### src/logic/vc_arb_cap_pkg.sv
// Register map and field layout of the port VC arbitration capability group
`default_nettype none
package vc_arb_cap_pkg;
   localparam int unsigned ADDR_W            = 14;
   localparam int unsigned DATA_W            = 32;
   // Register indices; byte address is four times the index
   localparam logic [11:0] PORT_VC_CONTROL_IDX = 12'h020c;
   localparam logic [11:0] PORT_VC_STATUS_IDX  = 12'h020e;
   localparam logic [11:0] VC_RES0_CAP_IDX     = 12'h0210;
   localparam logic [31:0] PORT_VC_CONTROL_RST = 32'h0000_0000;
   localparam logic [31:0] PORT_VC_STATUS_RST  = 32'h0000_0000;
   // Field positions
   localparam int unsigned LOAD_VC_ARB_TABLE_BIT  = 0;
   localparam int unsigned VC_ARB_SEL_LSB         = 1;
   localparam int unsigned VC_ARB_SEL_MSB         = 3;
   localparam int unsigned VC_ARB_TABLE_STS_BIT   = 0;
   localparam int unsigned PORT_ARB_CAP_LSB       = 0;
   localparam int unsigned PORT_ARB_CAP_MSB       = 7;
   localparam int unsigned ADV_PKT_SW_BIT         = 14;
   localparam int unsigned REJECT_SNOOP_BIT       = 15;
   localparam int unsigned MAX_TIME_SLOTS_LSB     = 16;
   localparam int unsigned MAX_TIME_SLOTS_MSB     = 22;
   localparam int unsigned PORT_ARB_TBL_OFF_LSB   = 24;
   localparam int unsigned PORT_ARB_TBL_OFF_MSB   = 31;
   // Port arbitration capability bits
   localparam logic [7:0]  ARB_CAP_FIXED_RR       = 8'h01;
   localparam logic [7:0]  ARB_CAP_WRR32          = 8'h02;
   localparam logic [7:0]  ARB_CAP_WRR64          = 8'h04;
   localparam logic [7:0]  ARB_CAP_WRR128         = 8'h08;
   localparam logic [7:0]  ARB_CAP_TBWRR128       = 8'h10;
   localparam logic [7:0]  ARB_CAP_WRR256         = 8'h20;
   localparam logic [7:0]  PORT_ARB_CAP_UP        = 8'h03;
   localparam logic [7:0]  PORT_ARB_CAP_DOWN      = 8'h01;
   localparam logic [6:0]  MAX_TIME_SLOTS_VAL     = 7'h00;
   // Table offset in 16-byte units
   localparam logic [7:0]  PORT_ARB_TBL_OFF_UP    = 8'h02;
   localparam logic [7:0]  PORT_ARB_TBL_OFF_DOWN  = 8'h00;
   // Avalon response codes
   localparam logic [1:0]  RESP_OKAY              = 2'h0;
   localparam logic [1:0]  RESP_SLVERR            = 2'h2;
endpackage
`default_nettype wire

### src/logic/vc_arbitration_capability_regs.sv
// Read-only port VC control, status and VC resource 0 capability registers
`default_nettype none
module vc_arbitration_capability_regs
#(
   parameter bit UPSTREAM_PORT = 1'b1
) (
   input  wire logic                              ref_clk_in,
   input  wire logic                              srst_in,
   input  wire logic [vc_arb_cap_pkg::ADDR_W-1:0] avs_address_in,
   input  wire logic                              avs_read_in,
   input  wire logic                              avs_write_in,
   input  wire logic [vc_arb_cap_pkg::DATA_W-1:0] avs_writedata_in,
   input  wire logic [3:0]                        avs_byteenable_in,
   output logic      [vc_arb_cap_pkg::DATA_W-1:0] avs_readdata_out,
   output logic      [1:0]                        avs_response_out,
   output logic                                   avs_waitrequest_out
);
   import vc_arb_cap_pkg::*;

   logic [31:0] readdata_q;
   logic [1:0]  response_q;
   logic        ack_q;
   logic        req;
   logic [11:0] idx;
   logic        take;
   logic [32:0] dec;

   // Port VC control word; no table to load
   function automatic logic [31:0] ctl_word();
      logic [31:0] w;
      logic        load_vc_arb_table;
      logic [2:0]  vc_arb_scheme_select;
      w                    = PORT_VC_CONTROL_RST;
      load_vc_arb_table    = 1'b0;
      vc_arb_scheme_select = 3'h0;
      w[LOAD_VC_ARB_TABLE_BIT]         = load_vc_arb_table;
      w[VC_ARB_SEL_MSB:VC_ARB_SEL_LSB] = vc_arb_scheme_select;
      return w;
   endfunction

   // Port VC status word; only the default VC exists
   function automatic logic [31:0] sts_word();
      logic [31:0] w;
      logic        vc_arb_table_status;
      w                       = PORT_VC_STATUS_RST;
      vc_arb_table_status     = 1'b0;
      w[VC_ARB_TABLE_STS_BIT] = vc_arb_table_status;
      return w;
   endfunction

   // Capability word from the port role
   function automatic logic [31:0] cap_word(input bit up);
      logic [31:0] w;
      logic [7:0]  port_arb_capability;
      logic        adv_packet_switching;
      logic        reject_snoop;
      logic [6:0]  max_time_slots;
      logic [7:0]  port_arb_table_offset;
      w                     = 32'h0000_0000;
      port_arb_capability   = up ? PORT_ARB_CAP_UP : PORT_ARB_CAP_DOWN;
      adv_packet_switching  = 1'b0;
      reject_snoop          = 1'b0;
      max_time_slots        = MAX_TIME_SLOTS_VAL;
      port_arb_table_offset = up ? PORT_ARB_TBL_OFF_UP : PORT_ARB_TBL_OFF_DOWN;
      w[PORT_ARB_CAP_MSB:PORT_ARB_CAP_LSB]         = port_arb_capability;
      w[ADV_PKT_SW_BIT]                            = adv_packet_switching;
      w[REJECT_SNOOP_BIT]                          = reject_snoop;
      w[MAX_TIME_SLOTS_MSB:MAX_TIME_SLOTS_LSB]     = max_time_slots;
      w[PORT_ARB_TBL_OFF_MSB:PORT_ARB_TBL_OFF_LSB] = port_arb_table_offset;
      return w;
   endfunction

   // Register read decode
   function automatic logic [32:0] decode(input logic [11:0] i, input bit up);
      logic [32:0] r;
      r = {1'b0, 32'h0000_0000};
      case (i)
         PORT_VC_CONTROL_IDX: r = {1'b1, ctl_word()};
         PORT_VC_STATUS_IDX:  r = {1'b1, sts_word()};
         VC_RES0_CAP_IDX:     r = {1'b1, cap_word(up)};
         default:             r = {1'b0, 32'h0000_0000};
      endcase
      return r;
   endfunction

   assign idx  = avs_address_in[13:2];
   assign req  = avs_read_in | avs_write_in;
   assign take = req & ~ack_q;
   assign dec  = decode(idx, UPSTREAM_PORT);

   // One wait cycle per access
   assign avs_waitrequest_out = take;
   assign avs_readdata_out    = readdata_q;
   assign avs_response_out    = response_q;

   // Answer flag, high in the cycle that ends the wait
   always_ff @(posedge ref_clk_in) begin
      if (srst_in) begin
         ack_q <= 1'b0;
      end else begin
         ack_q <= take;
      end
   end

   // Response code of the access being answered
   always_ff @(posedge ref_clk_in) begin
      if (srst_in) begin
         response_q <= RESP_OKAY;
      end else if (take) begin
         response_q <= dec[32] ? RESP_OKAY : RESP_SLVERR;
      end
   end

   // Read data; a write never reaches this register
   always_ff @(posedge ref_clk_in) begin
      if (srst_in) begin
         readdata_q <= 32'h0000_0000;
      end else if (take && avs_read_in) begin
         readdata_q <= dec[31:0];
      end
   end

   // Checks
   logic rd_done;
   assign rd_done = avs_read_in & ack_q;

   chk_ctl_load_bit: assert property (@(posedge ref_clk_in) disable iff (srst_in)
      rd_done && idx == PORT_VC_CONTROL_IDX |-> avs_readdata_out[LOAD_VC_ARB_TABLE_BIT] == 1'b0)
      else $error("load table bit read nonzero");
   chk_ctl_sel_zero: assert property (@(posedge ref_clk_in) disable iff (srst_in)
      rd_done && idx == PORT_VC_CONTROL_IDX |->
      avs_readdata_out[VC_ARB_SEL_MSB:VC_ARB_SEL_LSB] == 3'h0 && avs_readdata_out == 32'h0)
      else $error("vc arb select read nonzero");
   chk_sts_zero: assert property (@(posedge ref_clk_in) disable iff (srst_in)
      rd_done && idx == PORT_VC_STATUS_IDX |-> avs_readdata_out == 32'h0000_0000)
      else $error("vc status read nonzero");
   chk_cap_arb_bits: assert property (@(posedge ref_clk_in) disable iff (srst_in)
      rd_done && idx == VC_RES0_CAP_IDX |->
      (avs_readdata_out[7:0] & (ARB_CAP_WRR64 | ARB_CAP_WRR128 | ARB_CAP_TBWRR128
         | ARB_CAP_WRR256 | 8'hc0)) == 8'h00 && avs_readdata_out[0] == ARB_CAP_FIXED_RR[0])
      else $error("unsupported arbitration scheme reported");
   chk_cap_arb_role: assert property (@(posedge ref_clk_in) disable iff (srst_in)
      rd_done && idx == VC_RES0_CAP_IDX |->
      avs_readdata_out[7:0] == (UPSTREAM_PORT ? 8'h03 : 8'h01))
      else $error("port arbitration capability wrong");
   chk_cap_feature_bits: assert property (@(posedge ref_clk_in) disable iff (srst_in)
      rd_done && idx == VC_RES0_CAP_IDX |-> avs_readdata_out[15:8] == 8'h00)
      else $error("packet switching or snoop bit set");
   chk_cap_slots: assert property (@(posedge ref_clk_in) disable iff (srst_in)
      rd_done && idx == VC_RES0_CAP_IDX |-> avs_readdata_out[23:16] == 8'h00)
      else $error("max time slots nonzero");
   chk_cap_tbl_off: assert property (@(posedge ref_clk_in) disable iff (srst_in)
      rd_done && idx == VC_RES0_CAP_IDX |->
      avs_readdata_out[31:24] == (UPSTREAM_PORT ? 8'h02 : 8'h00))
      else $error("port arbitration table offset wrong");
   chk_write_ignored: assert property (@(posedge ref_clk_in) disable iff (srst_in)
      avs_write_in && !avs_read_in && !ack_q |=> $stable(avs_readdata_out))
      else $error("write changed read data");
   chk_wait_one: assert property (@(posedge ref_clk_in) disable iff (srst_in)
      req && !ack_q ##1 req |-> !avs_waitrequest_out)
      else $error("access not answered after one wait cycle");

   // Bus answer checks, then register content and reset checks
   chk_idle_no_wait: assert property (@(posedge ref_clk_in) disable iff (srst_in)
      !req |-> !avs_waitrequest_out)
      else $error("waitrequest high with no request");
   chk_ack_single: assert property (@(posedge ref_clk_in) disable iff (srst_in)
      ack_q |=> !ack_q)
      else $error("answer flag held two cycles");
   chk_take_answer: assert property (@(posedge ref_clk_in) disable iff (srst_in)
      req && avs_waitrequest_out |=> ack_q)
      else $error("taken access not answered");
   chk_data_hold: assert property (@(posedge ref_clk_in) disable iff (srst_in)
      !avs_waitrequest_out |=> $stable(avs_readdata_out))
      else $error("read data changed without a taken access");
   chk_resp_stable: assert property (@(posedge ref_clk_in) disable iff (srst_in)
      !avs_waitrequest_out |=> $stable(avs_response_out))
      else $error("response changed without a taken access");
   chk_resp_mapped: assert property (@(posedge ref_clk_in) disable iff (srst_in)
      ack_q && (idx == PORT_VC_CONTROL_IDX || idx == PORT_VC_STATUS_IDX
         || idx == VC_RES0_CAP_IDX) |-> avs_response_out == RESP_OKAY)
      else $error("mapped register answered with an error");
   chk_resp_unmapped: assert property (@(posedge ref_clk_in) disable iff (srst_in)
      ack_q && idx != PORT_VC_CONTROL_IDX && idx != PORT_VC_STATUS_IDX
         && idx != VC_RES0_CAP_IDX |-> avs_response_out == RESP_SLVERR)
      else $error("unmapped index answered without an error");
   chk_ctl_reserved: assert property (@(posedge ref_clk_in) disable iff (srst_in)
      rd_done && idx == PORT_VC_CONTROL_IDX |-> avs_readdata_out[31:4] == 28'h000_0000)
      else $error("port VC control reserved bits nonzero");
   chk_sts_status_bit: assert property (@(posedge ref_clk_in) disable iff (srst_in)
      rd_done && idx == PORT_VC_STATUS_IDX |-> avs_readdata_out[VC_ARB_TABLE_STS_BIT] == 1'b0)
      else $error("vc arb table status bit set");
   chk_cap_wrr32_role: assert property (@(posedge ref_clk_in) disable iff (srst_in)
      rd_done && idx == VC_RES0_CAP_IDX |-> avs_readdata_out[1] == UPSTREAM_PORT)
      else $error("32 phase weighted scheme reported for wrong role");
   chk_reset_clears: assert property (@(posedge ref_clk_in)
      srst_in |=> !ack_q && avs_readdata_out == 32'h0000_0000 && avs_response_out == RESP_OKAY)
      else $error("reset left the answer state set");

   cov_read_cap: cover property (@(posedge ref_clk_in) disable iff (srst_in)
      rd_done && idx == VC_RES0_CAP_IDX);
   cov_read_ctl: cover property (@(posedge ref_clk_in) disable iff (srst_in)
      rd_done && idx == PORT_VC_CONTROL_IDX);
   cov_read_sts: cover property (@(posedge ref_clk_in) disable iff (srst_in)
      rd_done && idx == PORT_VC_STATUS_IDX);
   cov_write_any: cover property (@(posedge ref_clk_in) disable iff (srst_in)
      avs_write_in && ack_q);
   cov_unmapped: cover property (@(posedge ref_clk_in) disable iff (srst_in)
      ack_q && avs_response_out == RESP_SLVERR);
endmodule
`default_nettype wire

### config.mk
export PLATFORM = sky130hd
export DESIGN_NAME = vc_arbitration_capability_regs
export DESIGN_NICKNAME = d
export VERILOG_FILES = /design/src/logic/vc_arb_cap_pkg.sv /design/src/logic/vc_arbitration_capability_regs.sv
export SDC_FILE = /design/constraint.sdc
export NUM_CORES = 1
export LEC_CHECK = 0
export BUFFER_PORTS_ARGS = -buffer_cell sky130_fd_sc_hd__clkbuf_2
export CAP_MARGIN = 0
export CORE_ASPECT_RATIO = 1.25
export CORE_MARGIN = 5
export CORE_UTILIZATION = 26
export DETAILED_ROUTE_END_ITERATION = 10
export PLACE_DENSITY_LB_ADDON = 0.05
export SLEW_MARGIN = 20
export SYNTH_ARGS = -nofsm -noshare
export SYNTH_HDL_FRONTEND = slang
export SYNTH_SLANG_ARGS = --single-unit
### constraint.sdc
create_clock -name ref_clk_in -period 2.9 [get_ports ref_clk_in]
set_clock_uncertainty 0.1 [all_clocks]
set_input_delay 0.145 -clock ref_clk_in [delete_from_list [all_inputs] [get_ports ref_clk_in]]
set_output_delay 0.145 -clock ref_clk_in [all_outputs]
set_load 0.05 [all_outputs]
==> summary.txt, run 1 <==
Outcome
  • Outcome: finished clean

Min path
  • Hold Crit Class: input pin to flop

STA
  • Final Hold Violating Endpoints: 0
  • Min cycle time layout: 1.32 ns
  • RSZ-0062 raised after global routing: false
  • Min setup slack post-route: 1.58 ns
  • Tcrit/Tclk final: 0.456
  • Fmax: 757 MHz
  • Max-slew violation count: 0
  • Final setup fails: 0
  • Setup TNS: 0 ns

Placement
  • IO buf count: 20
  • Gp weighted congestion: 0.600
  • Setup slack at placement: 1.82 ns
  • HPWL after detailed placement: 777 um

Worst setup path
  • Arrival time of the worst setup path: 1.08 ns
  • Critical Path, Cell by Cell: o21ba_2 > clkbuf_2
  • Worst-path maximum fanout: 4
  • Crit end category: output port
  • Peak per-stage delay on the critical path: 0.30 ns
  • Crit Path Class: flop to output port
  • Crit path max-delay cell type: dfxtp_1
  • Critical Path RT: 2.65 ns
  • Worst Setup Start Kind: flop

Die
  • Die width: 47.0 um
  • Initial Util: 0.277
  • Core area: 1600 um2
  • Die area: 2640 um2
  • # IOs: 89
  • Die span in y: 56.2 um
  • # rows: 16

Power and ir drop
  • Peak supply drop: 205 uV
  • Pwr/cell area: 512 nW/um2
  • Power, Total: 241 uW
  • LEAKAGE: 0.276 nW

Clock network
  • Root Buffer: clkbuf_4
  • CTS buffer count: 3
  • Cts repair resizes: 0
  • Clock latency on the worst-skew pair: 0.23 ns
  • H-tree depth: 1
  • CTS tree: yes
  • Clk sinks: 3
  • Clock Path Buffers: 2
  • Clock slew at reported path FFs: 0.04 ns

Synth
  • Ranking of synthesized cells by area: buf_4 54%, dfxtp_1 14%, nor4b_4 11%
  • Number of flops mapped to enable cells by yosys: 0
  • Synth top area share: 0.541
  • Async SR Flop Fraction: 0
  • Yosys top cell by area: buf_4
  • Post-Syn Area: 444 um2
  • Count leader, synth: buf_4
  • Sequential-to-total area share from yosys stat: 0.135
  • Post-synth top cells: 32 x buf_4, 3 x dfxtp_1, 2 x nor4b_4
  • FF+latch count, synth: 3
  • Top FF cell, synth: dfxtp_1
  • Avg Cell Area, Syn: 9.06 um2
  • Syn. warnings: 0
  • Cells after synthesis: 49
  • Unique masters post-synth: 15

Global routing
  • Vias in the first global route: 306
  • Gr ovfl total: 0
  • Largest net degree at the start of global routing: 5
  • First-pass GRT wire length: 1240 um
  • GR Util All Layers: 0.0660
  • Initial antenna violation count: 0

Layout
  • Antenna diodes: 0
  • Syn-to-layout area delta: 6.20%
  • Nets: 126
  • Layout cells sized above 1: 0.380

Run
  • Max-cap viol count: 0

Detailed routing
  • Iter 0 DRT Violations: 2
  • Final WL: 841 um
  • DR pass1 iterations: 2
  • # DRC: 0
  • Antenna Nets Post-Route: 0
  • Routed vias/inst: 3.33
  • Via count: 296
  • Drt wl/cell: 9.45 um
## path summary, 6_finish.rpt
path,start,end,slack [ns],cells after the start
max,ack_q$_SDFF_PP0_,avs_waitrequest_out,1.58,2
max reg2reg,ack_q$_SDFF_PP0_,avs_response_out[1]$_SDFFE_PP0P_,1.87,3
min,avs_address_in[12],avs_readdata_out[1]$_SDFFE_PP0P_,0.14,4
min reg2reg,avs_readdata_out[1]$_SDFFE_PP0P_,avs_readdata_out[1]$_SDFFE_PP0P_,0.40,2
## flip-flops by register name, indices dropped and copies added, names as in the netlist
register	cells
ack_q	1
avs_response_out	1
avs_readdata_out	1
## routing by layer
layer | share of wire | vias up | global-route usage | wire length (um)
met3 | 0.16 | 4 | 0.0162 | 138
met4 | 0.032 | 0 | 0.0711 | 27
li1 | - | 142 | - | -
met2 | 0.50 | 26 | 0.101 | 420
met5 | 0 | - | 0 | 0
met1 | 0.30 | 124 | 0.0635 | 255
## logic make-up (layout without fill, tap and decap cells)
| logic type | after synthesis | count (layout) | share of synthesized area |
|---|---|---|---|
| and+or+nand+nor | 8 | 8 | 0.231 |
| DFF | 3 | 3 | 0.135 |
| other | 1 | 30 | 0.00844 |
| AOI/OAI and AO/OA | 4 | 4 | 0.0761 |
| buffers and inverters | 33 | 26 | 0.549 |
## layout make-up
class / instances / area [um2]
clock buffer: 4 / 26.3
tap: 18 / 22.5
sequential: 3 / 60.1
multi-input combinational: 42 / 249
inverter: 1 / 3.75
fill: 197 / 1130
timing repair buffer: 21 / 110
## worst max-delay path, delay by kind of cell (launching register included)
| family | cells | cell delay [ns] |
|---|---|---|
| flip-flops | 1 | 0.30 |
| buffers and inverters | 1 | 0.28 |
| AO/OA/AOI/OAI | 1 | 0.26 |
## repair_timing
action,CTS,global route
buffers inserted,0,0
hold buffers,1,0
hold endpoints to repair,1,0
## power breakdown
group	leakage (nW)	switching, mW	internal (mW)	total (mW)
Clock	0.0150	0.0224	0.0516	0.0740
Combinational	0.236	0.106	0.0166	0.123
Sequential	0.0248	0.000939	0.0438	0.0448
## cell usage in the layout, fill, tap and decap left out
| master | netlist | layout |
|---|---|---|
| conb_1 | 1 | 30 |
| clkbuf_2 | 0 | 20 |
| dfxtp_1 | 3 | 3 |
| clkbuf_4 | 0 | 3 |
| nor4b_4 | 2 | 2 |
| o21ba_2 | 1 | 1 |
| and3b_1 | 1 | 1 |
| nor4_4 | 1 | 1 |
| o2111ai_1 | 1 | 1 |
| inv_1 | 1 | 1 |
| o211a_1 | 1 | 1 |
| and2_1 | 1 | 1 |
| nor2b_1 | 1 | 1 |
| nand2b_1 | 1 | 1 |
| nand4_1 | 1 | 1 |
| a21oi_1 | 1 | 1 |
| clkbuf_1 | 0 | 1 |
| dlygate4sd3_1 | 0 | 1 |
## stage by stage
stage,area (um2),util,cells,hold slack [ns]
global route,472,0.295,89,0.152
detailed placement,435,0.272,84,0.223
floorplan,553,-,78,0.114
finish,472,0.295,89,0.136
global placement,435,0.272,84,0.227
CTS,472,0.295,89,0.135
(Power assumes the default switching activity.)
==> run 2, diff against run 1 <==
--- a/config.mk
+++ b/config.mk
@@ -9,7 +9,7 @@
 export CAP_MARGIN = 0
 export CORE_ASPECT_RATIO = 1.25
 export CORE_MARGIN = 5
-export CORE_UTILIZATION = 26
+export CORE_UTILIZATION = 22
 export DETAILED_ROUTE_END_ITERATION = 10
 export PLACE_DENSITY_LB_ADDON = 0.05
 export SLEW_MARGIN = 20
==> constraint.sdc (replaced) <==
create_clock -name ref_clk_in -period 1.1 [get_ports ref_clk_in]
set_clock_uncertainty 0.1 [all_clocks]
set_input_delay 0.055 -clock ref_clk_in [delete_from_list [all_inputs] [get_ports ref_clk_in]]
set_output_delay 0.055 -clock ref_clk_in [all_outputs]
set_load 0.05 [all_outputs]
==> summary.txt, run 2 (synthesis results as in run 1) <==
Outcome
  • Outcome: finished clean

Global routing
  • Largest net degree at the start of global routing: 5
  • GR Util All Layers: 0.0497
  • Gr ovfl total: 0
  • First-pass GRT wire length: 1060 um
  • Initial antenna violation count: 0
  • Vias in the first global route: 264

Detailed routing
  • Via count: 307
  • Routed vias/inst: 3.37
  • Antenna Nets Post-Route: 0
  • # DRC: 0
  • DR pass1 iterations: 1
  • Final WL: 837 um
  • Iter 0 DRT Violations: 0
  • Drt wl/cell: 9.20 um

Power and ir drop
  • Combinational cell fraction of total power: 0.522
  • Power, Total: 653 uW
  • Pint: 311 uW
  • Reg power frac: 0.182
  • Clock power frac: 0.296
  • Peak supply drop: 509 uV
  • NetSw: 342 uW
  • Pwr/cell area: 1290 nW/um2
  • LEAKAGE: 0.288 nW
  • Net Sw Frac: 0.523

Placement
  • Gp weighted congestion: 0.534
  • HPWL after detailed placement: 753 um
  • IO buf count: 20

Clock network
  • Clock latency on the worst-skew pair: 0.23 ns
  • Clock slew at reported path FFs: 0.04 ns
  • H-tree depth: 1
  • Root Buffer: clkbuf_4
  • Clk sinks: 3
  • CTS buffer count: 3
  • Clock Path Buffers: 2
  • CTS tree: yes

STA
  • RSZ-0062 raised after global routing: true
  • Final Hold Violating Endpoints: 0
  • Fmax: 918 MHz
  • Tcrit/Tclk final: 0.990
  • Max-slew violation count: 0
  • Min cycle time layout: 1.09 ns
  • Final setup fails: 0

Worst setup path
  • Worst-path maximum fanout: 4
  • Critical path endpoint: avs_waitrequest_out
  • Setup crit start: ack_q$_SDFF_PP0_
  • Crit end category: output port
  • Worst r2r src: ack_q$_SDFF_PP0_
  • Worst R2R End: avs_response_out[1]$_SDFFE_PP0P_
  • Arrival time of the worst setup path: 0.93 ns
  • Worst Setup Start Kind: flop
  • R2R setup slack: 0.09 ns
  • Crit Path Class: flop to output port
  • Critical Path RT: 0.94 ns
  • Cells on worst reg2reg path: 3

Layout
  • Most frequent cells in the layout: 30 x conb_1, 16 x clkbuf_2, 6 x clkbuf_4
  • Layout cells sized above 1: 0.380
  • Filler cell count: 225
  • Syn-to-layout area delta: 14.4%
  • Antenna diodes: 0
  • Nets: 126
  • Commonest non-fill, non-tap cell in the layout: conb_1
  • Layout Utilization: 0.259

Die
  • # rows: 18
  • Die width: 50.2 um
  • Initial Util: 0.227
  • Die span in y: 60.2 um
  • # IOs: 89
  • Core area: 1960 um2
  • Die area: 3020 um2

Min path
  • Hold Crit Class: input pin to flop

Run
  • Max-cap viol count: 0
==> run 2: what timing repair did <==
item                                   4_1_cts  5_1_grt
setup endpoints to repair                    1        4
hold buffers                                 1        0
resized for setup                            3        6
setup buffers                                0        0
endpoints found under the hold margin        1        0
==> run 2: final cells by class <==
| class | instances | area (um2) | share of cell area |
|---|---|---|---|
| clock buffers | 4 | 26.3 | 0.0517 |
| well taps | 20 | 25.0 | 0.0493 |
| multi-input cells | 42 | 255 | 0.502 |
| flip-flops and latches | 3 | 60.1 | 0.118 |
| repair buffers | 21 | 138 | 0.271 |
| inverters | 1 | 3.75 | 0.00739 |
==> run 2: worst min-delay path by stage <==
| stage | to | cells after the start | start |
|---|---|---|---|
| after detailed placement | avs_readdata_out[1]$_SDFFE_PP0P_ | 2 | srst_in |
| after global placement | avs_readdata_out[1]$_SDFFE_PP0P_ | 2 | srst_in |
| after floorplan | avs_readdata_out[1]$_SDFFE_PP0P_ | 1 | srst_in |
| after CTS | avs_readdata_out[1]$_SDFFE_PP0P_ | 4 | avs_address_in[10] |
| after global routing | avs_readdata_out[1]$_SDFFE_PP0P_ | 4 | avs_address_in[12] |
| final | avs_readdata_out[1]$_SDFFE_PP0P_ | 4 | avs_address_in[10] |
==> run 2: power by group through the flow <==
stage	Combinational, mW	Clock, mW	Sequential [mW]
2_1_floorplan	0.346	0	0.131
3_3_place_gp	0.323	0	0.120
3_5_place_dp	0.322	0	0.120
4_1_cts	0.340	0.207	0.119
5_1_grt	0.355	0.213	0.119
6_report	0.341	0.193	0.119
==> run 2: through the flow <==
stage | setup WS [ns] | cells | area [um2] | hold slack [ns] | setup TNS [ns]
after floorplan | 0.000689 | 78 | 559 | 0.0241 | 0
after global placement | 0.0861 | 86 | 444 | 0.143 | 0
after detailed placement | 0.0992 | 86 | 444 | 0.145 | 0
after CTS | -0.0108 | 91 | 500 | 0.0340 | -0.0108
after global routing | -0.0327 | 91 | 508 | 0.0492 | -0.0327
final | 0.0111 | 91 | 508 | 0.0339 | 0
==> run 2: worst max-delay path: stages, from the launching register on <==
cell and delay (ns):
dfxtp_1 0.30, o21ba_4 0.24, clkbuf_16 0.16
==> run 2: metal layers <==
metal	vias up	routed length, um	share of wire	GRT usage
met4	0	0	0	0.0225
met2	27	435	0.52	0.0754
met5	-	0	0	0
li1	145	-	-	-
met1	135	246	0.29	0.0490
met3	0	154	0.18	0.0399
